===== config.mk =====
export PLATFORM = sky130hd
export DESIGN_NAME = diag_code_pulse_serializer
export DESIGN_NICKNAME = d
export VERILOG_FILES = /design/src/diag_pkg.sv /design/src/diag_code_pulse_serializer.sv /design/src/diag_code_select.sv /design/src/diag_sync.sv
export VERILOG_INCLUDE_DIRS = /design/src /design/src/src
export SDC_FILE = /design/constraint.sdc
export NUM_CORES = 1
export LEC_CHECK = 0
export ABC_AREA = 1
export BUFFER_PORTS_ARGS = -buffer_cell sky130_fd_sc_hd__buf_2
export CORE_AREA = 5 5 78 80
export CTS_BUF_LIST = sky130_fd_sc_hd__clkbuf_2 sky130_fd_sc_hd__clkbuf_4 sky130_fd_sc_hd__clkbuf_8
export CTS_CLUSTER_DIAMETER = 50
export CTS_CLUSTER_SIZE = 24
export DETAILED_ROUTE_END_ITERATION = 10
export DIE_AREA = 0 0 83 85
export PLACE_DENSITY_LB_ADDON = 0.1
export SLEW_MARGIN = 15
export SYNTH_ARGS = -nofsm -noshare
export SYNTH_HDL_FRONTEND = slang
export SYNTH_SLANG_ARGS = --single-unit
export TNS_END_PERCENT = 100

===== constraint.sdc =====
create_clock -name CLK -period 4.65 [get_ports CLK]
set_input_delay 0 -clock CLK [delete_from_list [all_inputs] [get_ports CLK]]
set_output_delay 0 -clock CLK [all_outputs]
set_load 0.01 [all_outputs]

===== src/diag_params.svh =====
// constants for the diagnostic pulse serializer
`ifndef DIAG_PARAMS_SVH
`define DIAG_PARAMS_SVH

`define DIAG_CLK_HZ        20000000
`define DIAG_BIT_MS        200
`define DIAG_FRAME_BITS    10
`define DIAG_CODE_BITS     6
`define DIAG_MARKER        4'b0010
`define DIAG_CODE_SUPPLY   6'b101101
`define DIAG_CODE_GEN      6'b000011
`define DIAG_CODE_GEN_EXP  6'b000110
`define DIAG_CODE_CONFIG   6'b000111
`define DIAG_CODE_XC_CH1   6'b001100
`define DIAG_CODE_XC_CH2   6'b001111
`define DIAG_CODE_XC_START 6'b110000
`define DIAG_CODE_SYNC_ONE 6'b110011
`define DIAG_CODE_SYNC_LATE 6'b100111
`define DIAG_CODE_IDLE     6'b110111

`endif


===== src/diag_pkg.sv =====
// types for the diagnostic pulse serializer
package diag_pkg;
   typedef enum logic [1:0] {
      CLASS_STATUS,
      CLASS_ALERT,
      CLASS_ERROR
   } code_class_t;
   typedef logic [5:0] diag_code_t;
endpackage : diag_pkg


===== src/diag_code_pulse_serializer.sv =====
// top: serialises the diagnostic frame onto the pulse output
`timescale 1ns/1ns
`default_nettype none
`include "diag_params.svh"
module diag_code_pulse_serializer #(
   parameter int CLK_HZ = `DIAG_CLK_HZ,
   parameter int BIT_MS = `DIAG_BIT_MS,
   // cycles per bit; shorten in simulation
   parameter int BIT_CYCLES = (CLK_HZ / 1000) * BIT_MS
) (
   // clock and reset
   input  wire logic                  CLK,
   input  wire logic                  RSTN,
   // condition flags from the safety logic
   input  wire logic                  SUPPLY_FAULT,
   input  wire logic                  GENERAL_FAULT,
   input  wire logic                  EXPANSION_FAULT,
   input  wire logic                  SELECTOR_MOVED,
   input  wire logic                  CROSS_CH1,
   input  wire logic                  CROSS_CH2,
   input  wire logic                  CROSS_START,
   input  wire logic                  SYNC_ONE_MISSING,
   input  wire logic                  SYNC_LATE,
   input  wire logic                  SAFETY_IDLE,
   // pulse output and frame status
   output var  logic                  DIAG_PULSE_OUT,
   output var  logic                  FRAME_START,
   output var  diag_pkg::diag_code_t  CODE_SENT,
   output var  diag_pkg::code_class_t CLASS_SENT,
   output var  logic                  ACTIVE
);
   import diag_pkg::*;

   localparam int CW = $clog2(BIT_CYCLES + 1);
   localparam logic [CW-1:0] BIT_LAST = CW'(BIT_CYCLES - 1);
   localparam logic [3:0] LAST_BIT = 4'(`DIAG_FRAME_BITS - 1);

   typedef enum logic [0:0] {
      ST_IDLE,
      ST_SEND
   } ser_state_t;

   logic [9:0] flags_raw;
   logic [9:0] flags;
   diag_code_t sel_code;
   code_class_t sel_class;
   logic sel_valid;
   logic [9:0] sel_frame;

   ser_state_t state;
   ser_state_t next_state;
   logic [CW-1:0] tick;
   logic [CW-1:0] next_tick;
   logic [3:0] bit_idx;
   logic [3:0] next_bit_idx;
   logic [9:0] shreg;
   logic [9:0] next_shreg;
   logic config_latched;
   logic next_config_latched;
   logic next_pulse;
   logic next_frame_start;
   diag_code_t next_code_sent;
   code_class_t next_class_sent;
   logic next_active;

   function automatic logic [9:0] build_frame(input diag_code_t c);
      build_frame = {`DIAG_MARKER, c};
   endfunction : build_frame

   // a call result cannot be sliced, so the frame gets a net of its own
   assign sel_frame = build_frame(sel_code);

   assign flags_raw = {SUPPLY_FAULT, GENERAL_FAULT, EXPANSION_FAULT, SELECTOR_MOVED,
                       CROSS_CH1, CROSS_CH2, CROSS_START, SYNC_ONE_MISSING,
                       SYNC_LATE, SAFETY_IDLE};

   // pin inputs cross into the clock domain
   diag_sync #(
      .WIDTH(10)
   ) u_sync (
      .clk     (CLK),
      .rstn    (RSTN),
      .async_in(flags_raw),
      .sync_out(flags)
   );

   diag_code_select u_sel (
      .supply_fault    (flags[9]),
      .general_fault   (flags[8]),
      .expansion_fault (flags[7]),
      .config_fault    (config_latched),
      .cross_ch1       (flags[5]),
      .cross_ch2       (flags[4]),
      .cross_start     (flags[3]),
      .sync_one_missing(flags[2]),
      .sync_late       (flags[1]),
      .safety_idle     (flags[0]),
      .code            (sel_code),
      .code_class      (sel_class),
      .code_valid      (sel_valid)
   );

   always_comb begin
      next_state          = state;
      next_tick           = tick;
      next_bit_idx        = bit_idx;
      next_shreg          = shreg;
      next_pulse          = DIAG_PULSE_OUT;
      next_frame_start    = 1'b0;
      next_code_sent      = CODE_SENT;
      next_class_sent     = CLASS_SENT;
      next_active         = ACTIVE;
      // configuration error stays until reset
      next_config_latched = config_latched | flags[6];
      unique case (state)
         ST_IDLE: begin
            next_pulse  = 1'b0;
            next_active = 1'b0;
            if (sel_valid) begin
               next_state       = ST_SEND;
               next_shreg       = {sel_frame[8:0], 1'b0};
               next_pulse       = sel_frame[9];
               next_tick        = '0;
               next_bit_idx     = '0;
               next_frame_start = 1'b1;
               next_code_sent   = sel_code;
               next_class_sent  = sel_class;
               next_active      = 1'b1;
            end
         end
         ST_SEND: begin
            if (tick == BIT_LAST) begin
               next_tick = '0;
               if (bit_idx == LAST_BIT) begin
                  // code sampled only here and in ST_IDLE, so a frame is never torn
                  if (sel_valid) begin
                     next_shreg       = {sel_frame[8:0], 1'b0};
                     next_pulse       = sel_frame[9];
                     next_bit_idx     = '0;
                     next_frame_start = 1'b1;
                     next_code_sent   = sel_code;
                     next_class_sent  = sel_class;
                  end else begin
                     next_state  = ST_IDLE;
                     next_pulse  = 1'b0;
                     next_active = 1'b0;
                  end
               end else begin
                  next_bit_idx = bit_idx + 4'h1;
                  next_pulse   = shreg[9];
                  next_shreg   = {shreg[8:0], 1'b0};
               end
            end else begin
               next_tick = tick + CW'(1);
            end
         end
      endcase
      if (!RSTN) begin
         next_state          = ST_IDLE;
         next_tick           = '0;
         next_bit_idx        = '0;
         next_shreg          = '0;
         next_pulse          = 1'b0;
         next_frame_start    = 1'b0;
         next_code_sent      = '0;
         next_class_sent     = CLASS_STATUS;
         next_active         = 1'b0;
         next_config_latched = 1'b0;
      end
   end

   always_ff @(posedge CLK) begin
      state          <= next_state;
      tick           <= next_tick;
      bit_idx        <= next_bit_idx;
      shreg          <= next_shreg;
      DIAG_PULSE_OUT <= next_pulse;
      FRAME_START    <= next_frame_start;
      CODE_SENT      <= next_code_sent;
      CLASS_SENT     <= next_class_sent;
      ACTIVE         <= next_active;
      config_latched <= next_config_latched;
   end
endmodule : diag_code_pulse_serializer
`default_nettype wire


===== src/diag_code_select.sv =====
// picks the six-bit code and its class from the condition flags
`timescale 1ns/1ns
`default_nettype none
`include "diag_params.svh"
module diag_code_select (
   // condition flags, synchronised
   input  wire logic                 supply_fault,
   input  wire logic                 general_fault,
   input  wire logic                 expansion_fault,
   input  wire logic                 config_fault,
   input  wire logic                 cross_ch1,
   input  wire logic                 cross_ch2,
   input  wire logic                 cross_start,
   input  wire logic                 sync_one_missing,
   input  wire logic                 sync_late,
   input  wire logic                 safety_idle,
   // chosen code
   output var  diag_pkg::diag_code_t code,
   output var  diag_pkg::code_class_t code_class,
   output var  logic                 code_valid
);
   import diag_pkg::*;

   // errors outrank alerts, alerts outrank status
   always_comb begin
      code       = '0;
      code_class = CLASS_STATUS;
      code_valid = 1'b1;
      if (supply_fault) begin
         code       = `DIAG_CODE_SUPPLY;
         code_class = CLASS_ERROR;
      end else if (general_fault) begin
         code       = `DIAG_CODE_GEN;
         code_class = CLASS_ERROR;
      end else if (expansion_fault) begin
         code       = `DIAG_CODE_GEN_EXP;
         code_class = CLASS_ERROR;
      end else if (config_fault) begin
         code       = `DIAG_CODE_CONFIG;
         code_class = CLASS_ERROR;
      end else if (cross_ch1) begin
         code       = `DIAG_CODE_XC_CH1;
         code_class = CLASS_ERROR;
      end else if (cross_ch2) begin
         code       = `DIAG_CODE_XC_CH2;
         code_class = CLASS_ERROR;
      end else if (cross_start) begin
         code       = `DIAG_CODE_XC_START;
         code_class = CLASS_ERROR;
      end else if (sync_one_missing) begin
         code       = `DIAG_CODE_SYNC_ONE;
         code_class = CLASS_ALERT;
      end else if (sync_late) begin
         code       = `DIAG_CODE_SYNC_LATE;
         code_class = CLASS_ALERT;
      end else if (safety_idle) begin
         code       = `DIAG_CODE_IDLE;
         code_class = CLASS_STATUS;
      end else begin
         code_valid = 1'b0;
      end
   end
endmodule : diag_code_select
`default_nettype wire


===== src/diag_sync.sv =====
// two-flop synchroniser for a group of level inputs
`timescale 1ns/1ns
`default_nettype none
module diag_sync #(
   parameter int WIDTH = 1
) (
   // clock and reset
   input  wire logic             clk,
   input  wire logic             rstn,
   // levels
   input  wire logic [WIDTH-1:0] async_in,
   output var  logic [WIDTH-1:0] sync_out
);
   logic [WIDTH-1:0] stage1;
   logic [WIDTH-1:0] next_stage1;
   logic [WIDTH-1:0] next_sync_out;

   always_comb begin
      next_stage1   = rstn ? async_in : '0;
      next_sync_out = rstn ? stage1 : '0;
   end

   always_ff @(posedge clk) begin
      stage1   <= next_stage1;
      sync_out <= next_sync_out;
   end
endmodule : diag_sync
`default_nettype wire


Word-level counts from Yosys, hierarchy flattened
Cells that the tools add are included.
{"block": "op_classes", "addsub": 2, "eq_ne": 6, "muxes": 62, "bitwise_logic": 2, "n_reduce_logical": 2}
{"operator": "2-to-1 mux 6 bit", "n": 13}
{"operator": "2-to-1 mux 22 bit", "n": 2}
{"operator": "case mux 22 bit (2 select lines)", "n": 1}
{"operator": "2-to-1 mux 10 bit", "n": 3}
{"operator": "adder 22 x 1 -> 22 bit (second input constant)", "n": 1}
{"operator": "equality test 22 bit (second input constant)", "n": 1}
{"operator": "2-to-1 mux 2 bit", "n": 11}
{"operator": "2-to-1 mux 1 bit", "n": 21}
{"operator": "case mux 10 bit (2 select lines)", "n": 1}
{"operator": "2-to-1 mux 4 bit", "n": 3}
{"operator": "case mux 6 bit (2 select lines)", "n": 1}
{"operator": "case mux 1 bit (2 select lines)", "n": 4}
{"operator": "case mux 4 bit (2 select lines)", "n": 1}
{"operator": "adder 4 x 1 -> 4 bit (second input constant)", "n": 1}
{"operator": "equality test 4 bit (second input constant)", "n": 1}
{"operator": "inequality test 2 x 1 -> 1 bit (second input constant)", "n": 2}
{"operator": "inequality test 2 bit (second input constant)", "n": 2}
{"operator": "case mux 2 bit (2 select lines)", "n": 1}
{"operator": "AND reduction 3 bit", "n": 1}
{"operator": "AND reduction 2 bit", "n": 1}
{"operator": "NOT 1 bit", "n": 1}
{"operator": "OR 1 bit", "n": 1}
{"block": "word_totals", "ff_bits": 69, "input_bits": 12, "output_inout_bits": 11}

Depth between registers and ports, before layout
Gate-level depths: netlist of run 1.
{"block": "depth", "ltp_word": 14, "depth_mapped": 12}

Cells and area by module
From an unflattened synthesis of run 1, not the netlist that was laid out.
{"block": "hier_totals", "hier_cells": 531, "hier_area_um2": 3578.4}
{"module": "diag_code_pulse_serializer", "instances": 1, "cells_each": 433, "area_per_inst_um2": 2829.0, "seq_area_each_um2": 980.9}
{"module": "diag_sync", "instances": 1, "cells_each": 62, "area_per_inst_um2": 573.0, "seq_area_each_um2": 400.4}
{"module": "diag_code_select", "instances": 1, "cells_each": 36, "area_per_inst_um2": 176.4, "seq_area_each_um2": 0.0}

Least setup slack after synthesis of run 1
OpenSTA, ideal clock, no wires.
{"block": "synth_timing", "path_kind": "register to register", "from": "register tick[0]", "to": "register bit_idx[0]", "setup_time_ns": 0.113, "t_arrival_ns": 1.438, "required_time_ns": 4.537, "setup_slack_ns": 3.099, "path_stages_with_launch": 10, "period_less_slack_ns": 1.551, "cell_sequence": "dfxtp_1 -> ha_1 -> nand3_2 -> nor2_4 -> nand3_4 -> nand2_4 -> nand3_2 -> buf_6 -> o21ai_1 -> inv_1"}
{"block": "synth_between", "elab_chain_cells": 2}
{"element": "start, declared", "line_no": "diag_code_pulse_serializer.sv:52", "text": "logic [CW-1:0] tick;"}
{"element": "start signal, assigned", "line_no": "diag_code_pulse_serializer.sv:174", "text": "tick <= next_tick;"}
{"element": "equality test 22 bit", "line_no": "diag_code_pulse_serializer.sv:132", "text": "if (tick == BIT_LAST) begin"}
{"element": "inequality test 2 x 1 -> 1 bit (no source line)"}
{"element": "end signal, assigned", "line_no": "diag_code_pulse_serializer.sv:175", "text": "bit_idx <= next_bit_idx;"}
{"element": "end, declared", "line_no": "diag_code_pulse_serializer.sv:54", "text": "logic [3:0] bit_idx;"}
Every way passes these cells.
A chain may end at the register's enable or synchronous reset.

Worst setup path after layout of run 1
{"block": "layout_timing", "from": "register tick[0]", "to": "register shreg[1]"}
{"block": "layout_between", "elab_chain_cells": 2}
{"element": "equality test 22 bit", "line_no": "diag_code_pulse_serializer.sv:132"}
{"element": "inequality test 2 x 1 -> 1 bit (no source line)"}
{"element": "end signal, assigned", "line_no": "diag_code_pulse_serializer.sv:176", "text": "shreg <= next_shreg;"}
{"element": "end, declared", "line_no": "diag_code_pulse_serializer.sv:56", "text": "logic [9:0] shreg;"}
Every way passes these cells.

==> results of run 1 <==
-- flip-flops by register name, summed over array words and instances (netlist names) --
register and count:
DIAG_PULSE_OUT 1, bit_idx 4, FRAME_START 1, u_sync.stage1 10, shreg 10, ACTIVE 1, CLASS_SENT 2, tick 22
config_latched 1, state 1, CODE_SENT 6, u_sync.sync_out 10
-- report_power, final --
part,switching [mW],internal (mW)
Combinational,0.0873,0.0477
Clock,0.227,0.289
Sequential,0.0145,0.617
-- what timing repair did --
item	CTS	global route
gates resized for setup	0	0
endpoints found under the hold margin	10	0
hold buffers	10	0
-- worst paths after layout --
path                     from                  to  slack (ns)  depth (start not counted)
min                      RSTN  u_sync.sync_out[0]        0.18                          3
max                   tick[0]            shreg[1]        2.75                          9
min reg2reg  u_sync.stage1[0]  u_sync.sync_out[0]        0.41                          2
max reg2reg           tick[0]            shreg[1]        2.75                          9
-- cell type report --
class / count / area [um2] / area share [%]
multi-input combinational: 323 / 1530 / 41.1
sequential: 69 / 1380 / 37.1
inverter: 80 / 302 / 8.10
timing repair buffer: 32 / 210 / 5.65
clock buffer: 13 / 166 / 4.47
tap: 72 / 90.1 / 2.42
clock inverter: 3 / 43.8 / 1.18
-- worst max-delay path, stage by stage (launching register included) --
cell and delay [ns]:
dfxtp_1 0.42, ha_1 0.23, nand3_2 0.12, nor2_4 0.23
nand3_4 0.12, nand2_4 0.18, nand3_2 0.25, nand2_1 0.12
nand2_1 0.05, a21oi_1 0.12
-- metrics by stage --
| stage | cells | power [mW] | utilization [%] | worst slack (ns) |
|---|---|---|---|---|
| final | 592 | 1.28 | 69.7 | 2.75 |
| after global routing | 592 | 1.34 | 69.7 | 2.55 |
| after CTS | 592 | 1.28 | 69.7 | 2.76 |
| after detailed placement | 566 | 0.772 | 63.9 | 2.75 |
| after global placement | 566 | 0.769 | 63.9 | 2.82 |
| after floorplan | 485 | 0.740 | - | 3.10 |
-- cell usage after synthesis (3+ instances only) --
cell type	count	area, um2
buf_2	3	15.0
clkbuf_1	6	22.5
or2_2	3	18.8
nand2_1	130	488
nor2_2	6	37.5
nand3_1	34	170
a21oi_1	27	135
o21ai_0	15	75.1
nor2_4	3	33.8
inv_2	6	22.5
o21ai_1	3	15.0
nand2_2	3	18.8
xor2_1	4	35.0
dfxtp_1	69	1380
ha_1	3	37.5
nand4_1	8	50.1
nor2_1	66	248
inv_1	73	274
-- layer usage --
metal,vias up,global-route usage (%)
met5,-,0
met3,19,5.92
met4,0,9.21
met2,108,37.4
met1,1318,25.3
li1,1552,-
-- kinds of logic after synthesis --
kind of cell,count (synthesis),synth area share [%]
AND/OR/NAND/NOR,264,35.5
buffers and inverters,93,11.5
flip-flops,69,42.0
AO/OA/AOI/OAI,50,8.26
XOR/XNOR,6,1.60
adder cells (fa/ha/maj),3,1.14
==> out/metrics.cfg, run 1 <==
[die]
core.rowCount = 27
initial_utilization_pct = 61.6
die_x_um = 83
core_region_area_um2 = 5340
dieHeight_um = 85
design.die.area_um2 = 7060
io_pins = 23

[critical_path]
critPathLaunchType = flop
worstPathRequired_ns = 4.93
crit_path_end_kind = flop
crit_path_max_fanout = 12
cp.arrival_ns = 2.18
critical_path_class = flop to flop

[clock_network]
cts-buffers-inserted = 9
cts-htree-levels = 3
clock_sinks = 69
cts_tree = yes
path_clk_slew_ns = 0.07
cts-root-buf = clkbuf_8
cts_setup_buffers = 0
worstSkewPairLatency_ns = 0.35
clockBufferDepth = 2

[drt]
drtPass1Iterations = 5
routed_wl_um = 7260
wl_per_cell_um = 12.3
highest_layer = met4
drc = 0
vias = 2997
wl_met3_um = 483
wl_met1_um = 3080
detail-route-antenna-nets = 0
avgViaCountPerCell = 5.06
initialDrtViolationCount = 308
route.met2.wl_um = 3550

[synth]
syn-num-nets = 500
synth-edff-count = 0
syn_area_um2 = 3290
synthCells = 485
synth_seq_cells = 69
synth_flop_cell = dfxtp_1
syn_avg_cell_area_um2 = 6.77
ys_types = 33
ys.warnings.count = 0
synthArstFlopShare_pct = 0
ys_seq_area_share_pct = 42.0

[power_and_ir_drop]
p_leak_nw = 1.74
power.density_nw_per_um2 = 345
ir_worst_vdd_mv = 0.236

[place]
dp_hpwl_um = 4970
gp_congestion = 0.930
dpl-instance-area_um2 = 3410
numPortBuffers = 22

[finish]
fillers = 463
stdcell_area_um2 = 3720
n_antenna_cell = 0
drive_above_1_share_pct = 12.9
fin_nets = 530
final_common_cell = nand2_1
syn2layout_area_growth_pct = 13.3
final_cell_mix = nand2_1, inv_1, dfxtp_1

[timing]
tns_ns = 0
relSlewSlack_pct = 47.5
post-route-period-util_pct = 40.9
min_period_ns = 1.90
max_slew.worst_pin.slew_ns = 0.786
timing.hold.ws_ns = 0.184
slew_viol_final = 0
max_freq_mhz = 525
setup_viol_count_final = 0
fin_worst_skew_ns = 0.0116
hold_viol_final = 0
rsz0062_at_grt = no

[global_routing]
grt_overflow_total = 0
grt_max_degree = 39
grt_pass1_vias = 2901
grt_use_total_pct = 21.7
grt_pass1_wl_um = 12500
antenna_found_initial = 0

[hold_path]
holdCritPathClass = input pin to flop

[flow_run]
drv_cap = 0

[run_status]
outcome = completed

No activity file was read; power rests on OpenSTA's default activity.
==> inputs of run 2 (changes only) <==
Settings changed: CORE_AREA 5 5 78 80 to 5 5 79 81, DIE_AREA 0 0 83 85 to 0 0 84 86.
Clock period 4.65 ns to 1.8 ns, I/O delays scaled along.
==> run 2 against run 1 <==
Sequential share of layout area down 1.7 points. Clock skew down 0.0023 ns. Via count up 1.4%. Power rose to 2.8 times the previous value. Flip-flop and latch count unchanged. Cell area up 4.7%. Sequential power rose to 2.6 times the previous value. Combinational power rose to 2.9 times the previous value. Fmax up 12%. Count of clock-buffer cells in the layout down 3. Global-route usage up 0.092 points. Clock power rose to 3.0 times the previous value.
==> out/metrics.cfg, run 2 (synthesis results as in run 1) <==
[finish]
final_cell_mix = nand2_1, inv_1, dfxtp_1
largest-register = tick
largest_reg_flops = 22
syn2layout_area_growth_pct = 18.5
final_common_cell = nand2_1
fin_nets = 545
n_antenna_cell = 0
drive_above_1_share_pct = 16.1
instances_no_fill = 607

[timing]
fin_worst_skew_ns = 0.00933
max_slew.worst_pin.slew_ns = 0.408
max_freq_mhz = 590
hold_viol_final = 0
fin_ws_ns = 0.106
setup_viol_count_final = 0
slew_viol_final = 0
min_period_ns = 1.69
rsz0062_at_grt = yes
post-route-period-util_pct = 94.1
relSlewSlack_pct = 72.8

[critical_path]
cp.arrival_ns = 1.97
crit_path_end_kind = flop
worstPathRequired_ns = 2.08
critPathLaunchType = flop
critical_path_class = flop to flop
reg2reg_slack_ns = 0.11
crit_path_max_fanout = 10
reg2reg_to = tick[9]
worst-r2r-cell-count = 10
reg2reg_from = config_latched

[drt]
drc = 0
detail-route-antenna-nets = 0
routed_wl_um = 7420
vias = 3039
drtPass1Iterations = 5
wl_per_cell_um = 12.2
avgViaCountPerCell = 5.01
initialDrtViolationCount = 143

[global_routing]
grt_use_total_pct = 21.8
grt_pass1_wl_um = 12700
antenna_found_initial = 0
grt_overflow_total = 0
grt_pass1_vias = 2894
grt_max_degree = 38

[die]
initial_utilization_pct = 60.8
core_region_area_um2 = 5410
die_x_um = 84
io_pins = 23
design.die.area_um2 = 7220
core.rowCount = 27
dieHeight_um = 86

[place]
placedCellCount = 577
dp_hpwl_um = 5070
numPortBuffers = 22
gp_congestion = 0.925
pre_cts_slack_ns = 0.0555

[hold_path]
holdPathEnd = FRAME_START
hold_path_depth = 3
min_from = RSTN
holdCritPathClass = input pin to flop

[power_and_ir_drop]
ir_worst_vdd_mv = 0.602
power.density_nw_per_um2 = 910
power_mw = 3.54
p_leak_nw = 1.82

[clock_network]
cts-htree-levels = 3
clock_sinks = 69
clockBufferDepth = 2
worstSkewPairLatency_ns = 0.35
path_clk_slew_ns = 0.07
cts-root-buf = clkbuf_8
cts_tree = yes
cts-buffers-inserted = 9

[flow_run]
drv_cap = 0

[run_status]
outcome = completed

## run 2: timing repair
item	4_1_cts	5_1_grt
hold buffers	10	0
resized for setup	0	8
endpoints found under the hold margin	10	0
endpoints found under the setup margin	0	33
setup buffers	0	4
## run 2: layout make-up
cell class / instances / area (um2)
repair buffers: 47 / 323
fillers: 454 / 1510
inverters: 80 / 302
clock inverters: 6 / 111
clock buffers: 10 / 131
well taps: 72 / 90.1
multi-input cells: 323 / 1560
flip-flops and latches: 69 / 1380
## run 2: per-layer routing
metal	part of all wire, %	global-route usage, %	vias to the layer above
met1	44	25.4	1361
met4	2.0	9.21	0
met2	49	38.0	77
met5	0	0	-
li1	-	-	1585
met3	5.0	5.38	16
## run 2: worst max path at each step
stage | slack [ns] | cells past startpoint | start | end
floorplan | 0.25 | 9 | tick[0] | bit_idx[0]
global placement | 0.12 | 9 | config_latched | tick[10]
detailed placement | 0.06 | 8 | tick[1] | bit_idx[0]
CTS | 0.04 | 8 | tick[1] | bit_idx[0]
global route | -0.02 | 11 | bit_idx[1] | CLASS_SENT[1]
finish | 0.11 | 10 | config_latched | tick[9]
## run 2: worst max-delay path: stages, from the launching register on
cell and delay (ns):
dfxtp_1 0.33, nor2_2 0.15, nand2_1 0.10, inv_2 0.08, nand2_2 0.07, nor2_4 0.17, nand2_4 0.16, a21oi_4 0.25
buf_4 0.17, nand2_1 0.05, a21oi_1 0.10
## run 2: power by group
part	total (mW)	leakage [nW]	switching [mW]	internal [mW]
sequential	1.62	0.565	0.0308	1.59
combinational	0.388	1.14	0.245	0.143
clock	1.53	0.120	0.597	0.935
## run 2: through the flow
stage          setup TNS [ns]  hold slack [ns]  instance area, um2  utilization, %
6_report                    0            0.107                3890            72.1
5_1_grt               -0.0610            0.143                3890            72.1
4_1_cts                     0           0.0882                3840            71.0
3_5_place_dp                0            0.185                3490            64.6
3_3_place_gp                0            0.180                3490            64.6
2_1_floorplan               0           0.0976                3290               -
